### src/shared/pwda_pkg.sv
// package: constants and types of the pwm d/a waveform output
package pwda_pkg;
  // ==========================================================
  // waveform geometry
  localparam int PWDA_DATA_W       = 14;
  localparam int PWDA_PIDX_W       = 8;
  localparam int PWDA_PIDX_SHORT_W = 6;
  localparam int PWDA_PRE_W        = 3;
  localparam int PWDA_CKS_W        = 2;
  localparam logic [7:0] PWDA_IDX_LAST_LONG  = 8'hff;
  localparam logic [7:0] PWDA_IDX_LAST_SHORT = 8'h3f;
  // ==========================================================
  // bus and register map
  localparam int PWDA_AXI_AW = 32;
  localparam int PWDA_AXI_DW = 32;
  localparam int PWDA_OFF_W  = 4;
  localparam logic [3:0] PWDA_OFF_DATA   = 4'h0;
  localparam logic [3:0] PWDA_OFF_CTRL   = 4'h4;
  localparam logic [3:0] PWDA_OFF_STATUS = 4'h8;
  localparam logic [3:0] PWDA_OFF_COUNT  = 4'hc;
  localparam logic [1:0] PWDA_RESP_OKAY   = 2'b00;
  localparam logic [1:0] PWDA_RESP_SLVERR = 2'b10;
  // ==========================================================
  // control fields
  localparam int PWDA_CTRL_W       = 5;
  localparam int PWDA_CTRL_CFS_BIT = 0;
  localparam int PWDA_CTRL_OS_BIT  = 1;
  localparam int PWDA_CTRL_CKS_LSB = 2;
  localparam int PWDA_CTRL_EN_BIT  = 4;
  localparam logic [4:0]  PWDA_CTRL_RST = 5'h00;
  localparam logic [13:0] PWDA_DATA_RST = 14'h0000;
  // ==========================================================
  // status fields
  localparam int PWDA_ST_PIN_BIT   = 0;
  localparam int PWDA_ST_FIXED_BIT = 1;
  localparam int PWDA_ST_RUN_BIT   = 2;
  localparam int PWDA_ST_PEND_BIT  = 3;
  localparam int PWDA_ST_IDX_LSB   = 8;
  localparam int PWDA_COUNT_W      = 16;
  // ==========================================================
  // generator states
  typedef enum logic [1:0] {
    PWDA_ST_IDLE = 2'b01,
    PWDA_ST_RUN  = 2'b10
  } pwda_state_type;
endpackage

### src/shared/pwda_if.sv
// interface: settings to the generator and its state back
`timescale 1ns/1ps
interface pwda_if;
  import pwda_pkg::*;
  logic [PWDA_DATA_W-1:0] cfg_value;
  logic                   cfg_cfs;
  logic                   cfg_os;
  logic [PWDA_CKS_W-1:0]  cfg_cks;
  logic                   cfg_en;
  logic                   st_pin;
  logic                   st_fixed;
  logic                   st_run;
  logic [PWDA_PIDX_W-1:0] st_idx;
  logic                   st_load;
  logic                   st_done;
  modport ctl (
    output cfg_value, cfg_cfs, cfg_os, cfg_cks, cfg_en,
    input  st_pin, st_fixed, st_run, st_idx, st_load, st_done
  );
  modport gen (
    input  cfg_value, cfg_cfs, cfg_os, cfg_cks, cfg_en,
    output st_pin, st_fixed, st_run, st_idx, st_load, st_done
  );
endinterface

### src/rtl/pwda_gen.sv
// pwm d/a waveform generator: counters, pulse spreading, pin level
`timescale 1ns/1ps
module pwda_gen #(
  parameter int DATA_W = pwda_pkg::PWDA_DATA_W
) (
  // clock and reset
  input wire logic aclk,
  input wire logic aresetn,
  // settings and state
  pwda_if.gen      bus
);
  import pwda_pkg::*;

  localparam int UW = DATA_W - PWDA_PIDX_SHORT_W;
  localparam int WW = UW + 1;
  localparam logic [UW-1:0] UNIT_LAST_LONG  = {2'b00, {(UW-2){1'b1}}};
  localparam logic [UW-1:0] UNIT_LAST_SHORT = {UW{1'b1}};

  generate
    if (DATA_W < 9 || DATA_W > 16) begin : g_chk
      $error("pwda_gen: DATA_W must lie in 9..16");
    end
  endgenerate

  // ==========================================================
  // state
  pwda_state_type         state_reg, state_next;
  logic [PWDA_PRE_W-1:0]  pre_reg, pre_next;
  logic [UW-1:0]          unit_reg, unit_next;
  logic [PWDA_PIDX_W-1:0] idx_reg, idx_next;
  logic [DATA_W-1:0]      value_reg, value_next;
  logic                   cfs_reg, cfs_next;
  logic                   pin_reg, pin_next;
  logic                   fixed_reg, fixed_next;
  logic                   load_next;
  logic                   done_reg, done_next;

  // ==========================================================
  // pulse spreading: bit-reversed index against the fraction
  logic [PWDA_PIDX_W-1:0]       rev_long;
  logic [PWDA_PIDX_SHORT_W-1:0] rev_short;
  genvar g;
  generate
    for (g = 0; g < PWDA_PIDX_W; g++) begin : g_rev
      assign rev_long[g] = idx_reg[PWDA_PIDX_W-1-g];
      if (g < PWDA_PIDX_SHORT_W) begin : g_short
        assign rev_short[g] = idx_reg[PWDA_PIDX_SHORT_W-1-g];
      end
    end
  endgenerate

  logic [PWDA_PRE_W-1:0]  pre_last;
  logic [UW-1:0]          unit_last;
  logic [PWDA_PIDX_W-1:0] idx_last;
  logic [UW-1:0]          base_w;
  logic                   extra;
  logic [WW-1:0]          width;
  logic                   tick;
  logic                   fixed;
  logic                   low;

  always_comb begin
    pre_last  = PWDA_PRE_W'((4'h1 << bus.cfg_cks) - 4'h1);
    tick      = (pre_reg >= pre_last);
    unit_last = cfs_reg ? UNIT_LAST_SHORT : UNIT_LAST_LONG;
    idx_last  = cfs_reg ? PWDA_IDX_LAST_SHORT
                        : PWDA_IDX_LAST_LONG;
    if (cfs_reg) begin
      base_w = value_reg[DATA_W-1:PWDA_PIDX_SHORT_W];
      extra  = rev_short < value_reg[PWDA_PIDX_SHORT_W-1:0];
    end else begin
      base_w = UW'(value_reg[DATA_W-1:PWDA_PIDX_W]);
      extra  = rev_long < value_reg[PWDA_PIDX_W-1:0];
    end
    width = {1'b0, base_w} + WW'(extra);
    fixed = (base_w == '0);
    low   = (state_reg == PWDA_ST_RUN) && !fixed
            && ({1'b0, unit_reg} < width);
  end

  // ==========================================================
  // next state
  always_comb begin
    state_next = state_reg;
    pre_next   = pre_reg;
    unit_next  = unit_reg;
    idx_next   = idx_reg;
    value_next = value_reg;
    cfs_next   = cfs_reg;
    fixed_next = fixed;
    load_next  = 1'b0;
    done_next  = 1'b0;
    pin_next   = ~(low ^ bus.cfg_os);
    case (state_reg)
      PWDA_ST_IDLE: begin
        pre_next  = '0;
        unit_next = '0;
        idx_next  = '0;
        if (bus.cfg_en) begin
          state_next = PWDA_ST_RUN;
          value_next = bus.cfg_value;
          cfs_next   = bus.cfg_cfs;
          load_next  = 1'b1;
        end
      end
      PWDA_ST_RUN: begin
        if (!bus.cfg_en) begin
          state_next = PWDA_ST_IDLE;
        end else if (tick) begin
          pre_next = '0;
          if (unit_reg >= unit_last) begin
            unit_next = '0;
            if (idx_reg >= idx_last) begin
              idx_next   = '0;
              value_next = bus.cfg_value;
              cfs_next   = bus.cfg_cfs;
              load_next  = 1'b1;
              done_next  = 1'b1;
            end else begin
              idx_next = idx_reg + 1'b1;
            end
          end else begin
            unit_next = unit_reg + 1'b1;
          end
        end else begin
          pre_next = pre_reg + 1'b1;
        end
      end
      default: state_next = PWDA_ST_IDLE;
    endcase
  end

  always_ff @(posedge aclk) begin
    if (!aresetn) begin
      state_reg <= PWDA_ST_IDLE;
      pre_reg   <= '0;
      unit_reg  <= '0;
      idx_reg   <= '0;
      value_reg <= '0;
      cfs_reg   <= 1'b0;
      pin_reg   <= 1'b1;
      fixed_reg <= 1'b1;
      done_reg  <= 1'b0;
    end else begin
      state_reg <= state_next;
      pre_reg   <= pre_next;
      unit_reg  <= unit_next;
      idx_reg   <= idx_next;
      value_reg <= value_next;
      cfs_reg   <= cfs_next;
      pin_reg   <= pin_next;
      fixed_reg <= fixed_next;
      done_reg  <= done_next;
    end
  end

  assign bus.st_pin   = pin_reg;
  assign bus.st_fixed = fixed_reg;
  assign bus.st_run   = (state_reg == PWDA_ST_RUN);
  assign bus.st_idx   = idx_reg;
  // strobe stands in the cycle before the latching edge, so a data write
  // landing on that same edge stays pending
  assign bus.st_load  = load_next;
  assign bus.st_done  = done_reg;
endmodule

### src/rtl/pwda_top.sv
// pwm d/a waveform output with its axi4-lite register slave
//
// Contract
// data value is total low time summed over one conversion cycle.
// conversion cycle is 256 base pulses, or 64 with base-cycle select set.
// polarity select clear drives the waveform to the pin unchanged.
// polarity select set inverts the pin; data then sets total high time.
// below the minimum data value the pin stays at a constant level.
// prescale and base-cycle selects set resolution and cycle lengths.
// cycles repeat back to back; low time spread over base pulses.
`timescale 1ns/1ps
module pwda_top (
  // clock and reset
  input  wire logic                            aclk,
  input  wire logic                            aresetn,
  // write address channel
  input  wire logic [pwda_pkg::PWDA_AXI_AW-1:0] s_axi_awaddr,
  input  wire logic [2:0]                      s_axi_awprot,
  input  wire logic                            s_axi_awvalid,
  output logic                                 s_axi_awready,
  // write data channel
  input  wire logic [pwda_pkg::PWDA_AXI_DW-1:0] s_axi_wdata,
  input  wire logic [3:0]                      s_axi_wstrb,
  input  wire logic                            s_axi_wvalid,
  output logic                                 s_axi_wready,
  // write response channel
  output logic [1:0]                           s_axi_bresp,
  output logic                                 s_axi_bvalid,
  input  wire logic                            s_axi_bready,
  // read address channel
  input  wire logic [pwda_pkg::PWDA_AXI_AW-1:0] s_axi_araddr,
  input  wire logic [2:0]                      s_axi_arprot,
  input  wire logic                            s_axi_arvalid,
  output logic                                 s_axi_arready,
  // read data channel
  output logic [pwda_pkg::PWDA_AXI_DW-1:0]     s_axi_rdata,
  output logic [1:0]                           s_axi_rresp,
  output logic                                 s_axi_rvalid,
  input  wire logic                            s_axi_rready,
  // waveform pin
  output logic                                 pwm_da_output
);
  import pwda_pkg::*;

  // ==========================================================
  // state
  logic                    aw_held_reg, aw_held_next;
  logic [PWDA_OFF_W-1:0]   aw_off_reg, aw_off_next;
  logic                    aw_ok_reg, aw_ok_next;
  logic                    w_held_reg, w_held_next;
  logic [PWDA_AXI_DW-1:0]  wdata_reg, wdata_next;
  logic [3:0]              wstrb_reg, wstrb_next;
  logic                    bvalid_reg, bvalid_next;
  logic [1:0]              bresp_reg, bresp_next;
  logic                    rvalid_reg, rvalid_next;
  logic [1:0]              rresp_reg, rresp_next;
  logic [PWDA_AXI_DW-1:0]  rdata_reg, rdata_next;
  logic [PWDA_DATA_W-1:0]  data_reg, data_next;
  logic [PWDA_CTRL_W-1:0]  ctrl_reg, ctrl_next;
  logic                    pend_reg, pend_next;
  logic [PWDA_COUNT_W-1:0] count_reg, count_next;

  pwda_if bus ();

  // ==========================================================
  // handshakes
  logic do_write;
  logic wr_mapped;
  logic wr_data;
  logic wr_ctrl;
  logic wr_count;
  logic rd_take;
  logic rd_ok;

  assign s_axi_awready = !aw_held_reg && !bvalid_reg;
  assign s_axi_wready  = !w_held_reg && !bvalid_reg;
  assign s_axi_arready = !rvalid_reg;
  assign do_write      = aw_held_reg && w_held_reg;
  assign rd_take       = s_axi_arvalid && !rvalid_reg;
  assign rd_ok         = (s_axi_araddr[PWDA_AXI_AW-1:PWDA_OFF_W] == '0)
                         && (s_axi_araddr[1:0] == 2'b00);

  always_comb begin
    wr_mapped = 1'b0;
    if (aw_ok_reg) begin
      case (aw_off_reg)
        PWDA_OFF_DATA:   wr_mapped = 1'b1;
        PWDA_OFF_CTRL:   wr_mapped = 1'b1;
        PWDA_OFF_STATUS: wr_mapped = 1'b1;
        PWDA_OFF_COUNT:  wr_mapped = 1'b1;
        default:         wr_mapped = 1'b0;
      endcase
    end
    wr_data  = do_write && wr_mapped && (aw_off_reg == PWDA_OFF_DATA);
    wr_ctrl  = do_write && wr_mapped && (aw_off_reg == PWDA_OFF_CTRL);
    wr_count = do_write && wr_mapped && (aw_off_reg == PWDA_OFF_COUNT);
  end

  // ==========================================================
  // write channel sequencing
  always_comb begin
    aw_held_next = aw_held_reg;
    aw_off_next  = aw_off_reg;
    aw_ok_next   = aw_ok_reg;
    w_held_next  = w_held_reg;
    wdata_next   = wdata_reg;
    wstrb_next   = wstrb_reg;
    bvalid_next  = bvalid_reg;
    bresp_next   = bresp_reg;
    if (s_axi_awvalid && s_axi_awready) begin
      aw_held_next = 1'b1;
      aw_off_next  = s_axi_awaddr[PWDA_OFF_W-1:0];
      aw_ok_next   = (s_axi_awaddr[PWDA_AXI_AW-1:PWDA_OFF_W] == '0)
                     && (s_axi_awaddr[1:0] == 2'b00);
    end
    if (s_axi_wvalid && s_axi_wready) begin
      w_held_next = 1'b1;
      wdata_next  = s_axi_wdata;
      wstrb_next  = s_axi_wstrb;
    end
    if (do_write) begin
      aw_held_next = 1'b0;
      w_held_next  = 1'b0;
      bvalid_next  = 1'b1;
      bresp_next   = wr_mapped ? PWDA_RESP_OKAY : PWDA_RESP_SLVERR;
    end else if (bvalid_reg && s_axi_bready) begin
      bvalid_next = 1'b0;
    end
  end

  // ==========================================================
  // software registers
  always_comb begin
    data_next  = data_reg;
    ctrl_next  = ctrl_reg;
    pend_next  = pend_reg;
    count_next = count_reg;
    if (wr_data && wstrb_reg[0]) begin
      data_next[7:0] = wdata_reg[7:0];
    end
    if (wr_data && wstrb_reg[1]) begin
      data_next[PWDA_DATA_W-1:8] = wdata_reg[PWDA_DATA_W-1:8];
    end
    if (wr_ctrl && wstrb_reg[0]) begin
      ctrl_next = wdata_reg[PWDA_CTRL_W-1:0];
    end
    // a new value waits for the next cycle boundary; set wins
    if (bus.st_load) begin
      pend_next = 1'b0;
    end
    if (wr_data) begin
      pend_next = 1'b1;
    end
    // completed cycles; a clear together with a finishing cycle leaves a count of 1
    if (wr_count) begin
      count_next = '0;
    end
    if (bus.st_done) begin
      count_next = (wr_count ? '0 : count_reg) + 1'b1;
    end
  end

  // ==========================================================
  // read channel
  logic [PWDA_AXI_DW-1:0] status_word;

  always_comb begin
    status_word = '0;
    status_word[PWDA_ST_PIN_BIT]   = bus.st_pin;
    status_word[PWDA_ST_FIXED_BIT] = bus.st_fixed;
    status_word[PWDA_ST_RUN_BIT]   = bus.st_run;
    status_word[PWDA_ST_PEND_BIT]  = pend_reg;
    status_word[PWDA_ST_IDX_LSB +: PWDA_PIDX_W] = bus.st_idx;
  end

  always_comb begin
    rvalid_next = rvalid_reg;
    rresp_next  = rresp_reg;
    rdata_next  = rdata_reg;
    if (rd_take) begin
      rvalid_next = 1'b1;
      rresp_next  = PWDA_RESP_OKAY;
      rdata_next  = '0;
      if (!rd_ok) begin
        rresp_next = PWDA_RESP_SLVERR;
      end else begin
        case (s_axi_araddr[PWDA_OFF_W-1:0])
          PWDA_OFF_DATA:   rdata_next = PWDA_AXI_DW'(data_reg);
          PWDA_OFF_CTRL:   rdata_next = PWDA_AXI_DW'(ctrl_reg);
          PWDA_OFF_STATUS: rdata_next = status_word;
          PWDA_OFF_COUNT:  rdata_next = PWDA_AXI_DW'(count_reg);
          default:         rresp_next = PWDA_RESP_SLVERR;
        endcase
      end
    end else if (rvalid_reg && s_axi_rready) begin
      rvalid_next = 1'b0;
    end
  end

  // ==========================================================
  // registers
  always_ff @(posedge aclk) begin
    if (!aresetn) begin
      aw_held_reg <= 1'b0;
      aw_off_reg  <= '0;
      aw_ok_reg   <= 1'b0;
      w_held_reg  <= 1'b0;
      wdata_reg   <= '0;
      wstrb_reg   <= '0;
      bvalid_reg  <= 1'b0;
      bresp_reg   <= PWDA_RESP_OKAY;
      rvalid_reg  <= 1'b0;
      rresp_reg   <= PWDA_RESP_OKAY;
      rdata_reg   <= '0;
      data_reg    <= PWDA_DATA_RST;
      ctrl_reg    <= PWDA_CTRL_RST;
      pend_reg    <= 1'b0;
      count_reg   <= '0;
    end else begin
      aw_held_reg <= aw_held_next;
      aw_off_reg  <= aw_off_next;
      aw_ok_reg   <= aw_ok_next;
      w_held_reg  <= w_held_next;
      wdata_reg   <= wdata_next;
      wstrb_reg   <= wstrb_next;
      bvalid_reg  <= bvalid_next;
      bresp_reg   <= bresp_next;
      rvalid_reg  <= rvalid_next;
      rresp_reg   <= rresp_next;
      rdata_reg   <= rdata_next;
      data_reg    <= data_next;
      ctrl_reg    <= ctrl_next;
      pend_reg    <= pend_next;
      count_reg   <= count_next;
    end
  end

  assign s_axi_bvalid = bvalid_reg;
  assign s_axi_bresp  = bresp_reg;
  assign s_axi_rvalid = rvalid_reg;
  assign s_axi_rresp  = rresp_reg;
  assign s_axi_rdata  = rdata_reg;

  // ==========================================================
  // generator settings and pin
  assign bus.cfg_value = data_reg;
  assign bus.cfg_cfs   = ctrl_reg[PWDA_CTRL_CFS_BIT];
  assign bus.cfg_os    = ctrl_reg[PWDA_CTRL_OS_BIT];
  assign bus.cfg_cks   = ctrl_reg[PWDA_CTRL_CKS_LSB +: PWDA_CKS_W];
  assign bus.cfg_en    = ctrl_reg[PWDA_CTRL_EN_BIT];

  pwda_gen #(
    .DATA_W (PWDA_DATA_W)
  ) u_gen (
    .aclk    (aclk),
    .aresetn (aresetn),
    .bus     (bus.gen)
  );

  // pin comes straight from the generator's output flip-flop
  assign pwm_da_output = bus.st_pin;
endmodule

### config.mk
export PLATFORM = sky130hd
export DESIGN_NAME = pwda_top
export DESIGN_NICKNAME = d
export VERILOG_FILES = /design/src/shared/pwda_pkg.sv /design/src/shared/pwda_if.sv /design/src/rtl/pwda_gen.sv /design/src/rtl/pwda_top.sv
export SDC_FILE = /design/constraint.sdc
export NUM_CORES = 1
export LEC_CHECK = 0
export ABC_CLOCK_PERIOD_IN_PS = 4180
export BUFFER_PORTS_ARGS = -buffer_cell sky130_fd_sc_hd__clkbuf_2
export CELL_PAD_IN_SITES_DETAIL_PLACEMENT = 0
export CELL_PAD_IN_SITES_GLOBAL_PLACEMENT = 1
export CORE_MARGIN = 2
export CORE_UTILIZATION = 39
export CTS_CLUSTER_DIAMETER = 30
export DETAILED_ROUTE_END_ITERATION = 10
export GPL_TIMING_DRIVEN = 0
export PLACE_DENSITY = 0.84
export SYNTH_ARGS = -nofsm -noshare
export SYNTH_HDL_FRONTEND = slang
export SYNTH_SLANG_ARGS = --single-unit
### constraint.sdc
create_clock -name aclk -period 4.18 [get_ports aclk]
set_clock_uncertainty 0.1 [all_clocks]
set_input_delay 1.254 -clock aclk [delete_from_list [all_inputs] [get_ports aclk]]
set_output_delay 1.254 -clock aclk [all_outputs]
set_load 0.05 [all_outputs]
# Word-level counts from Yosys, hierarchy flattened
# Index checks and enable logic that the tools add are counted.
word_totals:
  reg_bits: 136
  output_inout_bits: 42
op_classes:
  addsub: 6
  n_lt_le_gt_ge: 6
  n_eq_ne: 14
  shifts: 1
  mux: 52
  bitwise_logic: 3
  reduce_logical: 44
ops:
  columns: ["cell", "n"]
  rows:
  - ["$mux W8", 10]
  - ["$mux W14", 5]
  - ["$pmux W16 S4", 1]
  - ["$logic_not A28 Y1", 2]
  - ["$mux W16", 3]
  - ["$pmux W8 S2", 2]
  - ["$pmux W14 S2", 1]
  - ["$logic_and A1 B1 Y1", 19]
  - ["$mux W1", 19]
  - ["$add A16 B1 Y16 const B", 1]
  - ["$add A8 B1 Y8 const B", 2]
  - ["$eq A4 B4 Y1 const B", 4]
  - ["$ge A8 B8 Y1", 2]
  - ["$mux W2", 5]
  - ["$add A8 B1 Y9", 1]
  - ["$lt A8 B9 Y1", 1]
  - ["$eq A4 B3 Y1 const B", 2]
  - ["$logic_not A4 Y1", 2]
  - ["$logic_not A8 Y1", 1]
  - ["$lt A8 B8 Y1", 1]
  - ["$reduce_bool A2 Y1", 4]
  - ["$reduce_or A4 Y1", 2]
  - ["$lt A6 B6 Y1", 1]
  - ["$mux W3", 2]
  - ["20 further kinds", 33]

# Longest topological paths before layout
logic_depth:
  depth_word: 9
  mapped_depth: 19

# Cells and area by module
# From an unflattened synthesis, not the netlist that was laid out.
hier_totals:
  cells_unflattened: 741
  area_unflattened_um2: 6386.1
modules_own_cells:
  columns: ["module", "n_inst", "cells_per_inst", "area_per_inst_um2", "seq_area_each_um2"]
  rows:
  - ["pwda_top", 1, 419, 3668.5, 1581.5]
  - ["pwda_gen", 1, 322, 2717.6, 780.7]

# Worst setup path after synthesis
# No wires, ideal clock.
synth_timing:
  path_kind: "flip-flop to flip-flop"
  startpoint: "register u_gen.idx_reg[4] (netlist: u_gen.bus.st_idx[4])"
  endpoint: "register u_gen.pin_reg (netlist: u_gen.bus.st_pin)"
  t_arrival_ns: 3.520
  t_required_ns: 3.959
  slack_ns: 0.439
  stages_incl_launch_ff: 18
  n_path_buf: 0
  synth_period_minus_slack_ns: 3.741
  path_cell_list: "dfxtp_1 > ha_1 > a21o_1 > a21oi_1 > o21ai_0 > o32ai_1 > ha_1 > nand2_1 > or4_1 > a221oi_1 > a21oi_1 > a21oi_1 > ha_1 > nor3_1 > nor2_1 > o22ai_1 > o211ai_1 > mux2_2"
synth_between:
  elab_chain_len: 7
  word_cells_on_any_way: 8
synth_rtl:
  columns: ["element", "line_no", "rtl"]
  rows:
  - ["start: declaration", "pwda_gen.sv:30", "logic [PWDA_PIDX_W-1:0] idx_reg, idx_next;"]
  - ["start signal: assignment", "pwda_gen.sv:148", "idx_reg <= idx_next;"]
  - ["$lt A8 B8 Y1 / $lt A6 B6 Y1 (equally long branches)", "pwda_gen.sv:73, pwda_gen.sv:70", null]
  - ["$mux W1 *", "pwda_gen.sv:68", "if (cfs_reg) begin"]
  - ["$add A8 B1 Y9 *", "pwda_gen.sv:75", "width = {1'b0, base_w} + WW'(extra);"]
  - ["$lt A8 B9 Y1 *", "pwda_gen.sv:78", "&& ({1'b0, unit_reg} < width);"]
  - ["$logic_and A1 B1 Y1 *", "pwda_gen.sv:78", null]
  - ["$xor A1 B1 Y1 *", "pwda_gen.sv:93", "pin_next = ~(low ^ bus.cfg_os);"]
  - ["$not A1 Y1 *", "pwda_gen.sv:93", null]
  - ["end signal: assignment", "pwda_gen.sv:151", "pin_reg <= pin_next;"]
  - ["end: declaration", "pwda_gen.sv:33", "logic pin_reg, pin_next;"]
# Every way passes the cells marked *; elsewhere a longest branch is shown, timed or not.
# A chain may end at the register's enable or synchronous reset.

# Final worst setup path
layout_timing:
  startpoint: "register u_gen.value_reg[1]"
  endpoint: "register u_gen.pin_reg (netlist: u_gen.bus.st_pin)"
layout_between:
  elab_chain_len: 7
  word_cells_on_any_way: 8
layout_rtl:
  columns: ["element", "line_no", "rtl"]
  rows:
  - ["start: declaration", "pwda_gen.sv:31", "logic [DATA_W-1:0] value_reg, value_next;"]
  - ["start signal: assignment", "pwda_gen.sv:149", "value_reg <= value_next;"]
  - ["$lt A8 B8 Y1 / $lt A6 B6 Y1 (equally long branches)", "pwda_gen.sv:73, pwda_gen.sv:70", null]
  - ["$mux W1 *", "pwda_gen.sv:68", null]
  - ["$add A8 B1 Y9 *", "pwda_gen.sv:75", null]
  - ["$lt A8 B9 Y1 *", "pwda_gen.sv:78", null]
  - ["$logic_and A1 B1 Y1 *", "pwda_gen.sv:78", null]
  - ["$xor A1 B1 Y1 *", "pwda_gen.sv:93", null]
  - ["$not A1 Y1 *", "pwda_gen.sv:93", null]
# Marked as above.

==> run metrics <==
Power Density=347.3 nW/µm²; synthesized instance count=750; crit-path max FO=2; mapped cell area=6186 µm²; Seq/Total Area, Yosys=38.19%; worst reg-to-reg setup slack=0.18 ns; HP Class=flop to flop; r2r startpoint=u_gen.value_reg[1]$_SDFFE_PN0P_; global-route wire length before repair=26330 µm; CTS Buffer Depth=2; min Tclk post-route=4.004 ns; TritonCTS buffer count=17; Slew Viols, Final=0; share of cells above drive strength 1=24.70%; drt first pass iters=5; DP HPWL=12700 µm; nets@finish=1045; clk sink count=118; crit share post-route=95.80%; terminus of the critical flop-to-flop path=u_gen.bus.st_pin$_SDFF_PN1_; die area=16880 µm²; Hold Vio Cnt, Final=0; CTS tree=done; Die Ht=129.9 µm; Sw Share=26.37%; Top Family by Delay on Critical Path=compound AO/OA/AOI/OAI gates; Leak Pwr=0.003132 µW; post-synth cell types=57; Buffers on Ports=108; Tot Pwr=2692 µW; # rows=46; Synth area leaders=dfxtp_1, nand2_1, ha_1, a21oi_1, mux2i_1; DP Worst Slack=-0.2436 ns; ANT nets after route=0; Yosys reg bits=118; number of synthesized flops with an enable pin=0; P&R area growth vs syn=25.30%; WL final=16590 µm; WP buf/inv=1; DRC errors left=0; Worst slew margin=58.08%; worst hold margin=0.3535 ns; Async S/R FF share, synth=0%; fmax=249.7 MHz; part of the power in the clock network=49.8%; Comb pwr share=7.3%; Worst EP required=4.38 ns; Worst R2R Path Depth=18; kind of critical path=flop to flop; largest net degree at the start of global routing=17; worst setup margin=0.1755 ns; Post-synth top cells=nand2_1, dfxtp_1, a21oi_1; cells along the critical path=inv_2 -> ha_1 -> a21o_1 -> a21oi_2 -> o21ai_2 -> o32ai_4 -> ha_2 -> nand2_2 -> or4_4 -> a221oi_2 -> a21oi_1 -> a21oi_1 -> ha_2 -> nor3_2 -> nor2_1 -> o22ai_2 -> o211ai_1 -> mux2_2; hold path endpoint=s_axi_rdata[7]$_SDFFE_PN0P_; Avg WL per Cell=14.71 µm; final setup violation count=0; Finished Cell Area=7751 µm²; io pins=155; Power Internal=1982 µW; gr usage total=19.91%; DRT iter0 DRCs=279; Min-Delay Path Depth=2; most common cell in the synthesized netlist=nand2_1; Worst Path Arrival=4.20 ns; Synth top area share=38.19%; Synth area leader=dfxtp_1; peak supply drop=0.3078 mV; hold_sp=s_axi_rdata[7]$_SDFFE_PN0P_; Worst setup EP type=flop; Mean Syn Cell Area=8.248 µm²; Inst Count DP=1091; GR Overflow Total=0; highest-delay cell along the critical path=or4_4; initial antenna violation count=1; Critical Path Start Type=flop; vias in the first global route=5262; clock-pin slew on the worst setup and hold paths=0.06 ns; Main synth FF type=dfxtp_1; via/cell ratio=5.094; Worst-Margin Slew=0.6288 ns; CP peak stage delay=0.55 ns; CTS Root Cell=clkbuf_16; Die W=129.9 µm; sw power=709.9 µW; placer congestion estimate=0.8444; MaxCap Viol Count=0; core area=15710 µm²; Area after DPL=7061 µm²; Worst-Skew Late Latency=0.42 ns; yosys warns=0; Fill cells=1510; Layout Cells excl Fill=1128; Seq pwr share=42.9%; H-Tree Depth=4; status=finished, final reports clean; starting density of the core=39.37%; DR vias=5746
-- final cells by class --
| type | instances | area, µm² | area share [%] |
|---|---|---|---|
| buffer | 54 | 302.8 | 3.906 |
| timing repair buffer | 112 | 570.5 | 7.361 |
| sequential | 118 | 2377 | 30.67 |
| clock inverter | 14 | 117.6 | 1.517 |
| inverter | 22 | 82.58 | 1.065 |
| multi-input combinational | 573 | 3598 | 46.42 |
| clock buffer | 18 | 429.2 | 5.537 |
| tap | 216 | 270.3 | 3.487 |
| antenna | 1 | 2.502 | 0.03228 |
-- layout by cell type (no fill, tap or decap), types with 13 or more instances in the layout --
| cell type | synthesis | final |
|---|---|---|
| inv_1 | 21 | 19 |
| a21oi_1 | 76 | 74 |
| nand3_1 | 19 | 19 |
| o21ai_0 | 23 | 20 |
| ha_1 | 34 | 31 |
| dfxtp_1 | 118 | 110 |
| clkbuf_16 | 0 | 17 |
| nor4_1 | 16 | 16 |
| nand4_1 | 13 | 13 |
| buf_4 | 19 | 23 |
| nand2_1 | 138 | 137 |
| conb_1 | 1 | 18 |
| clkbuf_2 | 0 | 109 |
| clkbuf_1 | 25 | 24 |
| nor2_1 | 56 | 55 |
| mux2i_1 | 32 | 32 |
-- through the flow --
stage | utilization (%) | setup TNS [ns]
after CTS | 48.62 | 0
final | 49.33 | 0
after detailed placement | 44.94 | -0.2436
after global routing | 49.33 | -0.003511
after global placement | 44.94 | -0.1651
after floorplan | - | 0
-- how the worst max path moves through the flow --
stage / startpoint / to / slack [ns] / cells past startpoint
floorplan: u_gen.bus.st_idx[4]$_SDFFE_PN0P_ / u_gen.bus.st_pin$_SDFF_PN1_ / 0.44 / 17
global placement: u_gen.bus.st_idx[4]$_SDFFE_PN0P_ / u_gen.bus.st_pin$_SDFF_PN1_ / -0.17 / 17
detailed placement: u_gen.bus.st_idx[4]$_SDFFE_PN0P_ / u_gen.bus.st_pin$_SDFF_PN1_ / -0.24 / 17
CTS: u_gen.value_reg[1]$_SDFFE_PN0P_ / u_gen.bus.st_pin$_SDFF_PN1_ / 0.03 / 18
global route: u_gen.value_reg[1]$_SDFFE_PN0P_ / u_gen.bus.st_pin$_SDFF_PN1_ / -0.004 / 18
finish: u_gen.value_reg[1]$_SDFFE_PN0P_ / u_gen.bus.st_pin$_SDFF_PN1_ / 0.18 / 18
-- tightest hold or removal path, delay by kind of cell, from the launching register on --
kind / cells / cell delay, ns
AO/OA/AOI/OAI: 1 / 0.05
AND/OR/NAND/NOR: 1 / 0.05
flip-flops: 1 / 0.31
-- power by group through the flow --
stage | registers, µW | clock network [µW] | logic, µW
3_5_place_dp | 1180 | 0 | 197
6_report | 1150 | 1340 | 197
5_1_grt | 1160 | 1420 | 217
4_1_cts | 1160 | 1360 | 198
2_1_floorplan | 1180 | 0 | 124
3_3_place_gp | 1180 | 0 | 196
-- layer usage --
| layer | routed length (µm) | up-vias | track usage, % |
|---|---|---|---|
| met5 | 0 | - | 0 |
| met4 | 538 | 0 | 9.741 |
| met3 | 767 | 36 | 3.567 |
| met2 | 7665 | 171 | 31.54 |
| met1 | 7618 | 2624 | 26.24 |
| li1 | - | 2915 | - |
-- cell families (layout without fill, tap and decap cells) --
group,Yosys count,in the layout,share of synthesized area (%)
AOI/OAI and AO/OA,147,147,14.06
muxes,46,46,8.455
other,1,19,0.06062
and+or+nand+nor,311,311,23.77
xor gates and xnor gates,17,17,2.407
DFF,118,118,38.19
buffers and inverters,76,220,6.189
adders and majority gates,34,34,6.877
-- repair_timing --
| item | 4_1_cts | 5_1_grt |
|---|---|---|
| hold buffers | 0 | 0 |
| pin swaps | 3 | 17 |
| setup endpoints to repair | 1 | 1 |
| buffers inserted | 1 | 3 |
| gates resized for setup | 8 | 29 |
(Power assumes the default switching activity.)
